File: config.mk
export PLATFORM = sky130hd
export DESIGN_NAME = neg_exec
export DESIGN_NICKNAME = d
export VERILOG_FILES = /design/src/design/neg_pkg.sv /design/src/design/neg_alu_if.sv /design/src/design/neg_exec.sv /design/src/design/neg_negate_alu.sv
export VERILOG_INCLUDE_DIRS = /design/src /design/src/design
export SDC_FILE = /design/constraint.sdc
export NUM_CORES = 1
export LEC_CHECK = 0
export BUFFER_PORTS_ARGS = -buffer_cell sky130_fd_sc_hd__buf_2
export CORE_MARGIN = 2
export CORE_UTILIZATION = 45
export DETAILED_ROUTE_END_ITERATION = 8
export GPL_ROUTABILITY_DRIVEN = 0
export MAX_ROUTING_LAYER = met4
export SLEW_MARGIN = 20
export SYNTH_ARGS = -nofsm -noshare
export SYNTH_HDL_FRONTEND = slang
export SYNTH_SLANG_ARGS = --single-unit
export TNS_END_PERCENT = 1
File: constraint.sdc
create_clock -name core_clk -period 8.3 [get_ports core_clk]
set_input_delay 0.415 -clock core_clk [delete_from_list [all_inputs] [get_ports core_clk]]
set_output_delay 0.415 -clock core_clk [all_outputs]
set_load 0.05 [all_outputs]
File: src/design/neg_params.svh
// Purpose: constants of the negate and no-operation execution block
// Assumes: one core clock at the oscillator rate
// Notes:   types live in neg_pkg
// Operation
// - long negate: negative flag follows bit 31 of the 32-bit result
// - long negate: carry flag set on borrow out of bit 31
// - long negate: store low 32 bits, flags from that 32-bit result (code takes E from bits 35:31 of the 36-bit difference)
// - long negate: 3 cycles/2 words (16-bit abs), 4 cycles/3 words (24-bit)
// - word negate: sign-extend operand to 20 bits, subtract from zero
// - word negate: store only low 16 bits of the 20-bit difference
// - word negate: N Z V C from 16-bit result, E U from 20-bit result
// - word negate: E set when the 20-bit extension bits are in use
// - word negate: U set when the 20-bit result is unnormalized
// - word negate: negative flag from bit 15 of the result
// - word negate: carry set on borrow out of bit 15
// - both memory negates: V on overflow, Z when stored result is zero
// - word negate cycles: 3 for indirect/16-bit abs, 4 otherwise
// - address register negate and no-operation leave all flags alone
// - address register negate and no-operation: one cycle, one word
// - no-operation advances program counter by one and continues
`ifndef NEG_PARAMS_SVH
`define NEG_PARAMS_SVH

`define NEG_OSC_PERIOD_NS 100
`define NEG_PC_RESET      21'h00000
`define NEG_CCR_RESET     6'h00
`define NEG_CCR_C         0
`define NEG_CCR_V         1
`define NEG_CCR_Z         2
`define NEG_CCR_N         3
`define NEG_CCR_U         4
`define NEG_CCR_E         5
`define NEG_WORDS_ONE     2'h1
`define NEG_WORDS_TWO     2'h2
`define NEG_WORDS_THREE   2'h3

`endif

File: src/design/neg_pkg.sv
// Purpose: shared types of the negate execution block
// Assumes: nothing
// Notes:   constants live in neg_params.svh
package neg_pkg;
  typedef enum logic [1:0] {NEG_OP_NOP, NEG_OP_NEGATE_ADDRESS_REGISTER, NEG_OP_WORD, NEG_OP_LONG} neg_op_e;
  typedef enum logic [2:0] {NEG_AM_IND, NEG_AM_OFF16, NEG_AM_SPOFF, NEG_AM_ABS16,
                            NEG_AM_ABS24} neg_mode_e;
  typedef enum logic [2:0] {NEG_ST_IDLE, NEG_ST_ADDR, NEG_ST_READ, NEG_ST_WAIT,
                            NEG_ST_WRITE} neg_state_e;
  typedef struct packed
  {
    logic e;
    logic u;
    logic n;
    logic z;
    logic v;
    logic c;
  } neg_flags_s;
endpackage

File: src/design/neg_alu_if.sv
// Purpose: carries operand and result between sequencer and negate datapath
// Assumes: purely combinational datapath
// Notes:   none
`timescale 1ns/1ps
interface neg_alu_if;
  logic                   isLong;
  logic [31:0]            operand;
  logic [31:0]            result;
  neg_pkg::neg_flags_s    flags;
  modport alu  (input isLong, input operand, output result, output flags);
  modport user (output isLong, output operand, input result, input flags);
endinterface

File: src/design/neg_exec.sv
// Purpose: executes no-operation, address register negate and memory negates
// Assumes: memory returns read data one cycle after memRead
// Notes:   memory bus is 32 bits wide so a long needs one read and one write
`timescale 1ns/1ps
`include "neg_params.svh"
module neg_exec
#(
  parameter int PC_W = 21
)
(
  input  wire logic              core_clk,
  input  wire logic              reset,
  input  wire logic              startValid,
  input  wire logic [1:0]        startOp,
  input  wire logic [2:0]        startMode,
  input  wire logic [2:0]        startRegSel,
  input  wire logic [23:0]       startOperand,
  input  wire logic [23:0]       stackPointer,
  input  wire logic              regLoad,
  input  wire logic [2:0]        regLoadSel,
  input  wire logic [23:0]       regLoadData,
  input  wire logic [2:0]        viewSel,
  input  wire logic [31:0]       memRdata,
  output logic                   ready,
  output logic                   done,
  output logic [PC_W-1:0]        programCounter,
  output logic [5:0]             conditionCodes,
  output logic [23:0]            memAddr,
  output logic                   memRead,
  output logic                   memWrite,
  output logic                   memLong,
  output logic [31:0]            memWdata,
  output logic                   memLock,
  output logic [23:0]            regView
);
  // ****************************************
  // state
  // ****************************************
  neg_pkg::neg_state_e state, next_state;
  neg_pkg::neg_op_e    startOpE;
  logic [1:0]          words, next_words;
  logic [23:0]         agReg [8];
  logic [23:0]         next_agReg [8];
  logic [23:0]         effAddr;
  logic                negaNow;
  logic                next_ready, next_done, next_memRead, next_memWrite;
  logic                next_memLong, next_memLock;
  logic [PC_W-1:0]     next_programCounter;
  logic [5:0]          next_conditionCodes;
  logic [23:0]         next_memAddr, next_regView;
  logic [31:0]         next_memWdata;
  neg_alu_if           alu ();

  neg_negate_alu u_alu
  (
    .bus (alu)
  );

  assign startOpE    = neg_pkg::neg_op_e'(startOp);
  assign negaNow     = ready && startValid && (startOpE == neg_pkg::NEG_OP_NEGATE_ADDRESS_REGISTER);
  assign alu.operand = memRdata;
  assign alu.isLong  = memLong;

  // ****************************************
  // address registers
  // ****************************************
  for (genvar i = 0; i < 8; i++)
  begin : g_agReg
    always_comb
    begin
      if (negaNow && startRegSel == 3'(i))
        next_agReg[i] = 24'h000000 - agReg[i];
      else if (regLoad && regLoadSel == 3'(i))
        next_agReg[i] = regLoadData;
      else
        next_agReg[i] = agReg[i];
    end
  end

  // ****************************************
  // sequencer
  // ****************************************
  always_comb
  begin
    case (neg_pkg::neg_mode_e'(startMode))
      neg_pkg::NEG_AM_IND:   effAddr = agReg[startRegSel];
      neg_pkg::NEG_AM_OFF16: effAddr = agReg[startRegSel] + {{8{startOperand[15]}},
                                                             startOperand[15:0]};
      neg_pkg::NEG_AM_SPOFF: effAddr = stackPointer - {18'h00000, startOperand[5:0]};
      neg_pkg::NEG_AM_ABS16: effAddr = {8'h00, startOperand[15:0]};
      default:               effAddr = startOperand;
    endcase
  end

  always_comb
  begin
    next_state          = state;
    next_words          = words;
    next_done           = 1'b0;
    next_memRead        = 1'b0;
    next_memWrite       = 1'b0;
    next_memLong        = memLong;
    next_memLock        = memLock;
    next_memAddr        = memAddr;
    next_memWdata       = memWdata;
    next_programCounter = programCounter;
    next_conditionCodes = conditionCodes;
    next_regView        = next_agReg[viewSel];
    case (state)
      neg_pkg::NEG_ST_IDLE:
      begin
        if (startValid)
        begin
          case (startOpE)
            neg_pkg::NEG_OP_NOP, neg_pkg::NEG_OP_NEGATE_ADDRESS_REGISTER:
            begin
              // single cycle, flags untouched
              next_done           = 1'b1;
              next_programCounter = programCounter + PC_W'(`NEG_WORDS_ONE);
            end
            default:
            begin
              next_memAddr = effAddr;
              next_memLong = (startOpE == neg_pkg::NEG_OP_LONG);
              next_memLock = 1'b1;
              case (neg_pkg::neg_mode_e'(startMode))
                // undefined mode codes fetch like a 24-bit absolute, so they cost three words
                neg_pkg::NEG_AM_IND, neg_pkg::NEG_AM_SPOFF:   next_words = `NEG_WORDS_ONE;
                neg_pkg::NEG_AM_OFF16, neg_pkg::NEG_AM_ABS16: next_words = `NEG_WORDS_TWO;
                default:                                      next_words = `NEG_WORDS_THREE;
              endcase
              // address arithmetic and long absolutes cost one extra cycle
              case (neg_pkg::neg_mode_e'(startMode))
                neg_pkg::NEG_AM_IND, neg_pkg::NEG_AM_ABS16:
                begin
                  next_state   = neg_pkg::NEG_ST_READ;
                  next_memRead = 1'b1;
                end
                default:
                  next_state = neg_pkg::NEG_ST_ADDR;
              endcase
            end
          endcase
        end
      end
      neg_pkg::NEG_ST_ADDR:
      begin
        next_state   = neg_pkg::NEG_ST_READ;
        next_memRead = 1'b1;
      end
      neg_pkg::NEG_ST_READ:
        next_state = neg_pkg::NEG_ST_WAIT;
      neg_pkg::NEG_ST_WAIT:
      begin
        next_state    = neg_pkg::NEG_ST_WRITE;
        next_memWrite = 1'b1;
        next_memWdata = alu.result;
        next_done     = 1'b1;
        next_conditionCodes[`NEG_CCR_E] = alu.flags.e;
        next_conditionCodes[`NEG_CCR_U] = alu.flags.u;
        next_conditionCodes[`NEG_CCR_N] = alu.flags.n;
        next_conditionCodes[`NEG_CCR_Z] = alu.flags.z;
        next_conditionCodes[`NEG_CCR_V] = alu.flags.v;
        next_conditionCodes[`NEG_CCR_C] = alu.flags.c;
        next_programCounter = programCounter + PC_W'(words);
      end
      neg_pkg::NEG_ST_WRITE:
      begin
        next_state   = neg_pkg::NEG_ST_IDLE;
        next_memLock = 1'b0;
      end
      default:
        next_state = neg_pkg::NEG_ST_IDLE;
    endcase
    next_ready = (next_state == neg_pkg::NEG_ST_IDLE);
  end

  always_ff @(posedge core_clk)
  begin
    if (reset)
    begin
      state          <= neg_pkg::NEG_ST_IDLE;
      words          <= `NEG_WORDS_ONE;
      ready          <= 1'b1;
      done           <= 1'b0;
      memRead        <= 1'b0;
      memWrite       <= 1'b0;
      memLong        <= 1'b0;
      memLock        <= 1'b0;
      memAddr        <= 24'h000000;
      memWdata       <= 32'h00000000;
      programCounter <= PC_W'(`NEG_PC_RESET);
      conditionCodes <= `NEG_CCR_RESET;
      regView        <= 24'h000000;
      for (int k = 0; k < 8; k++)
        agReg[k] <= 24'h000000;
    end
    else
    begin
      state          <= next_state;
      words          <= next_words;
      ready          <= next_ready;
      done           <= next_done;
      memRead        <= next_memRead;
      memWrite       <= next_memWrite;
      memLong        <= next_memLong;
      memLock        <= next_memLock;
      memAddr        <= next_memAddr;
      memWdata       <= next_memWdata;
      programCounter <= next_programCounter;
      conditionCodes <= next_conditionCodes;
      regView        <= next_regView;
      agReg          <= next_agReg;
    end
  end

  // ****************************************
  // checks
  // ****************************************
  chk_flags_kept: assert property (@(posedge core_clk) disable iff (reset)
    ready && startValid && startOp inside {2'h0, 2'h1} |=> $stable(conditionCodes))
    else $error("flags changed by nop or register negate");
  chk_single_cycle: assert property (@(posedge core_clk) disable iff (reset)
    ready && startValid && startOp inside {2'h0, 2'h1} |=> done && ready)
    else $error("single cycle op not done in one cycle");
  chk_pc_step: assert property (@(posedge core_clk) disable iff (reset)
    ready && startValid && startOp == 2'h0 |=> programCounter == $past(programCounter) + 1'b1)
    else $error("nop did not advance program counter by one");
  chk_reg_negate: assert property (@(posedge core_clk) disable iff (reset)
    negaNow && viewSel == startRegSel |=> regView == 24'h000000 - $past(agReg[viewSel]))
    else $error("address register negate result wrong");
  chk_word_three: assert property (@(posedge core_clk) disable iff (reset)
    ready && startValid && startOp == 2'h2 && startMode == 3'h0
      |=> memRead ##1 !memWrite ##1 memWrite && done ##1 ready)
    else $error("word negate indirect not three cycles");
  chk_word_four: assert property (@(posedge core_clk) disable iff (reset)
    ready && startValid && startOp == 2'h2 && startMode == 3'h2
      |=> !memRead ##1 memRead ##2 memWrite && done ##1 ready)
    else $error("word negate stack offset not four cycles");
  chk_long_timing: assert property (@(posedge core_clk) disable iff (reset)
    ready && startValid && startOp == 2'h3 && startMode == 3'h4
      |=> !memRead ##1 memRead ##2 memWrite && memLong ##1 ready)
    else $error("long negate 24-bit absolute not four cycles");
  chk_word_store: assert property (@(posedge core_clk) disable iff (reset)
    memWrite && !memLong |-> memWdata == {16'h0000, 16'h0000 - $past(memRdata[15:0])}
      && conditionCodes[`NEG_CCR_Z] == (memWdata[15:0] == 16'h0000))
    else $error("word negate stored value or zero flag wrong");
  chk_long_store: assert property (@(posedge core_clk) disable iff (reset)
    memWrite && memLong |-> memWdata == 32'h00000000 - $past(memRdata)
      && conditionCodes[`NEG_CCR_N] == memWdata[31]
      && conditionCodes[`NEG_CCR_C] == ($past(memRdata) != 32'h00000000))
    else $error("long negate stored value or flags wrong");
  chk_locked_seq: assert property (@(posedge core_clk) disable iff (reset)
    memRead |-> memLock && !ready ##1 memLock && !ready ##1 memLock && memWrite)
    else $error("memory negate sequence not locked");
endmodule

File: src/design/neg_negate_alu.sv
// Purpose: subtract-from-zero datapath with condition-code generation
// Assumes: word operands sit in the low 16 bits
// Notes:   word path runs 20 bits wide, long path 36 bits wide
`timescale 1ns/1ps
module neg_negate_alu
(
  neg_alu_if.alu bus
);
  logic [19:0] wordDiff;
  logic [35:0] longDiff;

  always_comb
  begin
    wordDiff = 20'h00000 - {{4{bus.operand[15]}}, bus.operand[15:0]};
    longDiff = 36'h000000000 - {{4{bus.operand[31]}}, bus.operand};
    if (bus.isLong)
    begin
      bus.result  = longDiff[31:0];
      bus.flags.n = longDiff[31];
      bus.flags.z = (longDiff[31:0] == 32'h00000000);
      bus.flags.v = (bus.operand == 32'h80000000);
      bus.flags.c = (bus.operand != 32'h00000000);
      bus.flags.e = !((&longDiff[35:31]) || !(|longDiff[35:31]));
      bus.flags.u = !(longDiff[31] ^ longDiff[30]);
    end
    else
    begin
      // only the low half reaches memory; upper bits stay zero
      bus.result  = {16'h0000, wordDiff[15:0]};
      bus.flags.n = wordDiff[15];
      bus.flags.z = (wordDiff[15:0] == 16'h0000);
      bus.flags.v = (bus.operand[15:0] == 16'h8000);
      bus.flags.c = (bus.operand[15:0] != 16'h0000);
      bus.flags.e = !((&wordDiff[19:15]) || !(|wordDiff[19:15]));
      bus.flags.u = !(wordDiff[15] ^ wordDiff[14]);
    end
  end
endmodule

==> results of run 1 <==
==> routing by layer <==
metal / up-vias / GRT usage / part of all wire
met4: 0 / 0.213 / 0.063
met2: 1740 / 0.568 / 0.43
li1: 10806 / - / -
met3: 358 / 0.106 / 0.13
met5: - / - / 0
met1: 11578 / 0.483 / 0.38
==> cells in the final DEF, fill, tap and decap left out, types with 26 or more instances in the layout <==
cell type and n:
o22ai_1 37, nand3_1 63, xnor2_1 38, o221ai_1 53, ha_1 42, inv_1 53, a31oi_1 89, a221oi_1 29
nor2_1 470, or3_1 45, buf_2 232, clkbuf_16 39, a21o_1 26, mux4_2 75, o21a_1 30, buf_4 51
a21oi_1 140, dfxtp_1 310, nor3_1 100, nand2_1 275, o21ai_0 146, nor4_1 42, a211oi_1 53, xor2_1 47
==> cell type report <==
type	count	area [µm²]
fill	4711	23100
multi-input combinational	2248	14700
sequential	310	6210
timing repair buffer	284	1560
clock buffer	56	1130
tap	615	769
inverter	56	210
clock inverter	11	77.6
antenna	9	22.5
==> critical path, cell delays in order, from the launching register on <==
cell      delay, ns
dfxtp_1        0.37
nand4b_2       0.68
or3_1          1.01
nand2_1        0.96
o221ai_1       0.25
mux4_2         0.53
mux2_2         0.27
nor2_1         0.09
==> registers in the layout, summed over array words and instances (netlist names) <==
name,count
memRead,1
words,2
agReg,192
memLock,1
state,3
regView,24
ready,1
memAddr,24
done,1
memLong,1
conditionCodes,6
programCounter,21
memWrite,1
memWdata,32
==> cells by family after synthesis <==
family | count (synthesis) | synth area share
mux | 94 | 0.0874
simple gates | 1218 | 0.268
flops | 310 | 0.285
compound gates | 806 | 0.253
buf+inv | 254 | 0.0452
fa+ha+maj | 45 | 0.0269
xor+xnor | 85 | 0.0342
==> power groups by stage <==
stage                     Combinational [µW]  Clock (µW)  Sequential [µW]
after floorplan                          620           0             1710
after global placement                  1030           0             1660
after detailed placement                1040           0             1660
after CTS                               1040        1670             1630
after global routing                    1140        1730             1640
final                                   1080        1660             1640
==> metrics by stage <==
stage	utilization	hold slack [ns]	worst slack, ns	cell area, µm²
5_1_grt	0.516	0.109	3.74	24700
3_5_place_dp	0.490	0.444	3.55	23400
6_report	0.517	0.109	4.03	24700
2_1_floorplan	-	0.456	4.01	21800
3_3_place_gp	0.490	0.437	3.69	23400
4_1_cts	0.516	0.0878	4.12	24600
==> worst max-delay path by stage <==
stage                        start           to  slack (ns)  depth (start not counted)
finish                       ready   regView[3]        4.03                          7
CTS                 startRegSel[0]  memAddr[17]        4.12                         15
detailed placement  startRegSel[0]  memAddr[17]        3.55                         15
floorplan           startRegSel[0]  memAddr[18]        4.01                         17
global route        startRegSel[0]  memAddr[17]        3.74                         15
global placement    startRegSel[0]  memAddr[19]        3.69                         13
==> impl_metrics.json, run 1 <==
{
  "cts_resized": 0,
  "timing.fmax_mhz": 234,
  "cts_root_buf": "clkbuf_16",
  "via_per_inst": 6.82,
  "comb_power_share": 0.247,
  "clk_pin_slew_ns": 0.06,
  "p_clk_frac": 0.379,
  "htreeDepth": 2,
  "syn_avg_cell_area_um2": 7.74,
  "num_vias": 24482,
  "synth.most_common_cell": "nor2_1",
  "final_antenna_net_count": 0,
  "synth_ff_type": "dfxtp_1",
  "dieArea_mm2": 0.0501,
  "cts_sinks": 310,
  "skew_ns": 0.0379,
  "ys.warnings.count": 0,
  "finalHoldViolCount": 0,
  "p_per_area_mw_per_mm2": 177,
  "reg2regPathDepth": 7,
  "cp-end-kind": "flop",
  "ctsHoldBuffers": 0,
  "dpl.hpwl_mm": 70.9,
  "grt-ovfl-total": 0,
  "worstSkewPairLatency_ns": 0.60,
  "portBuffers": 234,
  "post_drt_wl_per_cell_um": 27.0,
  "seqPwrFrac": 0.374,
  "ys_types": 105,
  "synth_edf_count": 0,
  "wirelength_mm": 97.0,
  "start_util": 0.456,
  "nets": 3105,
  "core-area_mm2": 0.0477,
  "grt_use_total": 0.388,
  "core.rowCount": 80,
  "slew_viol_final": 0,
  "yosysTopAreaCell": "dfxtp_1",
  "hold_path_startpoint": "startOp[0]",
  "setup_viol": 0,
  "cts_tree": "yes",
  "hold_depth": 3,
  "synthArstFlopShare": 0,
  "period_share": 0.514,
  "die_w_um": 224,
  "startpoint_type": "flop",
  "synth_area_leaders": "dfxtp_1 (29%), nor2_1 (8.1%), mux4_2 (7.8%)",
  "worst-endpoint-required_ns": 8.80,
  "first_iter_violations": 3368,
  "cp.arrival_ns": 4.76,
  "antenna_found_initial": 8,
  "ys_ff_latch": 310,
  "synth_commonest_cells": "nor2_1 (472), dfxtp_1 (310), nand2_1 (275)",
  "grt_pass1_wl_mm": 143,
  "cts_made_buffers": 38,
  "max_slew_margin": 0.191,
  "firstDrtPassIters": 9,
  "postCtsSetupBuffers": 0,
  "reg2reg_from": "ready",
  "netlist_instances": 2812,
  "vdd_drop_max_mv": 0.120,
  "syn2layout_area_growth_pct": 13.3,
  "ios": 235,
  "critPathKind": "flop to flop",
  "grt_max_degree": 113,
  "total_power_uw": 4370,
  "synth_top_area_share": 0.285,
  "dp.cells": 3513,
  "syn_area_mm2": 0.0218,
  "p_leak_uw": 0.00961,
  "p_int_uw": 2830,
  "outcome": "completed",
  "maxCapViolations": 0,
  "fp.dieH_um": 224,
  "drive_gt1_frac": 0.165,
  "rsz0062_at_grt": "false",
  "synth-seq-area-share": 0.285,
  "fin_cells": 3589,
  "drcViolationCount": 0,
  "whs_endpoint": "memLong",
  "p_sw_frac": 0.352,
  "hold_path.class": "primary input to flop",
  "tightest_slew_ns": 1.21,
  "grt_pass1_vias": 22572,
  "worstReg2RegEnd": "regView[3]",
  "switchingPower_uw": 1540,
  "worstPathMaxFanout": 23,
  "tns_ns": 0,
  "synth_nets": 2979,
  "clk_path_buf_depth": 3,
  "period_needed_ns": 4.27,
  "ff2ff_setup_slack_ns": 4.03
}
Power figures use the tool's default switching activity.
==> run 2: changes to the inputs <==
- clock period: 8.3 -> 4.2 ns (I/O delays scaled with it)
==> run 2 against run 1 <==
Final area increased by 2.7%. Via count increased by 2.0%. Flip-flop and latch count unchanged. Final cell count increased by 2.0%. Worst hold slack got worse by 0.091 ns. Clock power increased by 110%. Sequential power increased by 97%. Highest routed layer unchanged.
==> impl_metrics.json, run 2 (synthesis results as in run 1) <==
{
  "post_dp_cell_area_mm2": 0.0239,
  "core-area_mm2": 0.0477,
  "post_drt_wl_per_cell_um": 27.1,
  "cp.arrival_ns": 4.31,
  "cts_sinks": 310,
  "syn2layout_area_growth_pct": 16.3,
  "ff2ff_setup_slack_ns": 0.41,
  "num_vias": 24979,
  "crit_chain": "mux4_2 -> nand2_1 -> o21ai_0 -> ha_1 -> fa_1 -> a211oi_1 -> o21bai_1 -> a21oi_1 -> o21bai_1 -> a21oi_1 -> xnor2_1 -> nand2_1 -> a31oi_1 -> dlygate4sd3_1",
  "ctsHoldBuffers": 15,
  "final_common_cell": "nor2_1",
  "setup_viol": 0,
  "clk_path_buf_depth": 3,
  "skew_ns": 0.0138,
  "worstSkewPairLatency_ns": 0.58,
  "worst-endpoint-required_ns": 4.72,
  "critical_path_depth": 14,
  "finalHoldViolCount": 0,
  "htreeDepth": 2,
  "slew_viol_final": 0,
  "grt_use_total": 0.393,
  "drcViolationCount": 0,
  "top_register": "agReg",
  "cp-end-kind": "flop",
  "firstDrtPassIters": 7,
  "fillers": 4568,
  "register_area_mm2": 0.00621,
  "worstPathMaxFanout": 5,
  "startpoint": "agReg[72]",
  "tns_ns": 0,
  "core.rowCount": 80,
  "p_leak_uw": 0.00995,
  "cp-endpoint": "memAddr[8]",
  "multi_input_area_mm2": 0.0147,
  "final_cell_mix": "nor2_1 (472), dfxtp_1 (310), nand2_1 (275)",
  "reg2reg_from": "agReg[72]",
  "clk_pin_slew_ns": 0.06,
  "first_iter_violations": 3558,
  "cts_made_buffers": 39,
  "worstReg2RegEnd": "memAddr[8]",
  "reg.largest.list": "agReg x192, memWdata x32",
  "cpPeakStageDelay_ns": 0.56,
  "antenna_found_initial": 7,
  "grt-ovfl-total": 0,
  "reg2regPathDepth": 14,
  "critPathKind": "flop to flop",
  "rsz0062_at_grt": "false",
  "timing.fmax_mhz": 264,
  "place_ws_ns": 0.171,
  "grt_max_degree": 110,
  "postCtsSetupBuffers": 0,
  "wirelength_mm": 99.0,
  "vdd_drop_max_mv": 0.258,
  "dieArea_mm2": 0.0501,
  "die_w_um": 224,
  "tightest_slew_ns": 1.25,
  "final_antenna_net_count": 0,
  "ios": 235,
  "hold_path.class": "primary input to flop",
  "start_util": 0.456,
  "period_share": 0.903,
  "via_per_inst": 6.82,
  "largest_reg_flops": 192,
  "finalWorstSetupSlack_ns": 0.407,
  "p_per_area_mw_per_mm2": 350,
  "startpoint_type": "flop",
  "nets": 3176,
  "cts_resized": 0,
  "crit_family": "compound AO/OA/AOI/OAI gates",
  "grt_pass1_vias": 23079,
  "grt_pass1_wl_mm": 145,
  "period_needed_ns": 3.79,
  "max_slew_margin": 0.165,
  "drive_gt1_frac": 0.179,
  "dpl.hpwl_mm": 73.8,
  "cts_root_buf": "clkbuf_16",
  "portBuffers": 234,
  "slowest_stage": "dlygate4sd3_1",
  "maxCapViolations": 0,
  "final_area_mm2": 0.0253,
  "cts_tree": "yes",
  "outcome": "completed",
  "fp.dieH_um": 224,
  "cp_num_buf_inv": 1
}
[run 2: changes by cell type in the layout (fill, tap and decap cells not counted), moves of 2 or more]
| cell | before | now |
|---|---|---|
| buf_12 | 0 | 4 |
| buf_4 | 51 | 102 |
| bufinv_16 | 0 | 2 |
| clkinv_2 | 9 | 5 |
| clkinvlp_4 | 0 | 3 |
| dlygate4sd3_1 | 0 | 15 |
| nor2_1 | 470 | 472 |
| nor3_2 | 7 | 5 |
[run 2: worst min path at each step]
stage | startpoint | end | slack, ns | cells after the start
global route | startOperand[18] | memAddr[18] | 0.04 | 3
finish | startOperand[18] | memAddr[18] | 0.02 | 3
global placement | memWdata[13] | memWdata[13] | 0.44 | 2
detailed placement | memWdata[7] | memWdata[7] | 0.44 | 2
CTS | stackPointer[7] | memAddr[7] | 0.002 | 4
floorplan | reset | memWrite | 0.29 | 1
[run 2: stage by stage]
stage / hold WS [ns] / cells / utilization / total power (µW)
global route: 0.0364 / 3656 / 0.530 / 9110
floorplan: 0.290 / 2812 / - / 4600
detailed placement: 0.444 / 3568 / 0.500 / 5380
CTS: 0.00187 / 3651 / 0.530 / 8810
finish: 0.0184 / 3661 / 0.530 / 8870
global placement: 0.436 / 3568 / 0.500 / 5360
[run 2: power by group]
part | switching (µW) | internal (µW)
registers | 161 | 3070
logic | 1490 | 720
clock network | 1430 | 2010
total | 3080 | 5800
[run 2: final cells by class]
| type | instances | share of cell area |
|---|---|---|
| antenna | 10 | 0.000988 |
| clock buffer | 56 | 0.0451 |
| clock inverter | 12 | 0.00524 |
| inverter | 56 | 0.00830 |
| multi-input combinational | 2248 | 0.579 |
| sequential | 310 | 0.245 |
| tap | 615 | 0.0304 |
| timing repair buffer | 354 | 0.0858 |
[run 2: tightest hold or removal path: stages]
cell and delay [ns]:
buf_2 0.09, nand2b_1 0.11, a32o_1 0.15
[run 2: per-layer routing]
| metal | share of wire | global-route usage | up-vias | routed length, µm |
|---|---|---|---|---|
| li1 | - | - | 10939 | - |
| met1 | 0.37 | 0.485 | 11679 | 36600 |
| met2 | 0.42 | 0.579 | 1934 | 41900 |
| met3 | 0.14 | 0.103 | 427 | 13500 |
| met4 | 0.070 | 0.229 | 0 | 6930 |
| met5 | 0 | - | - | 0 |
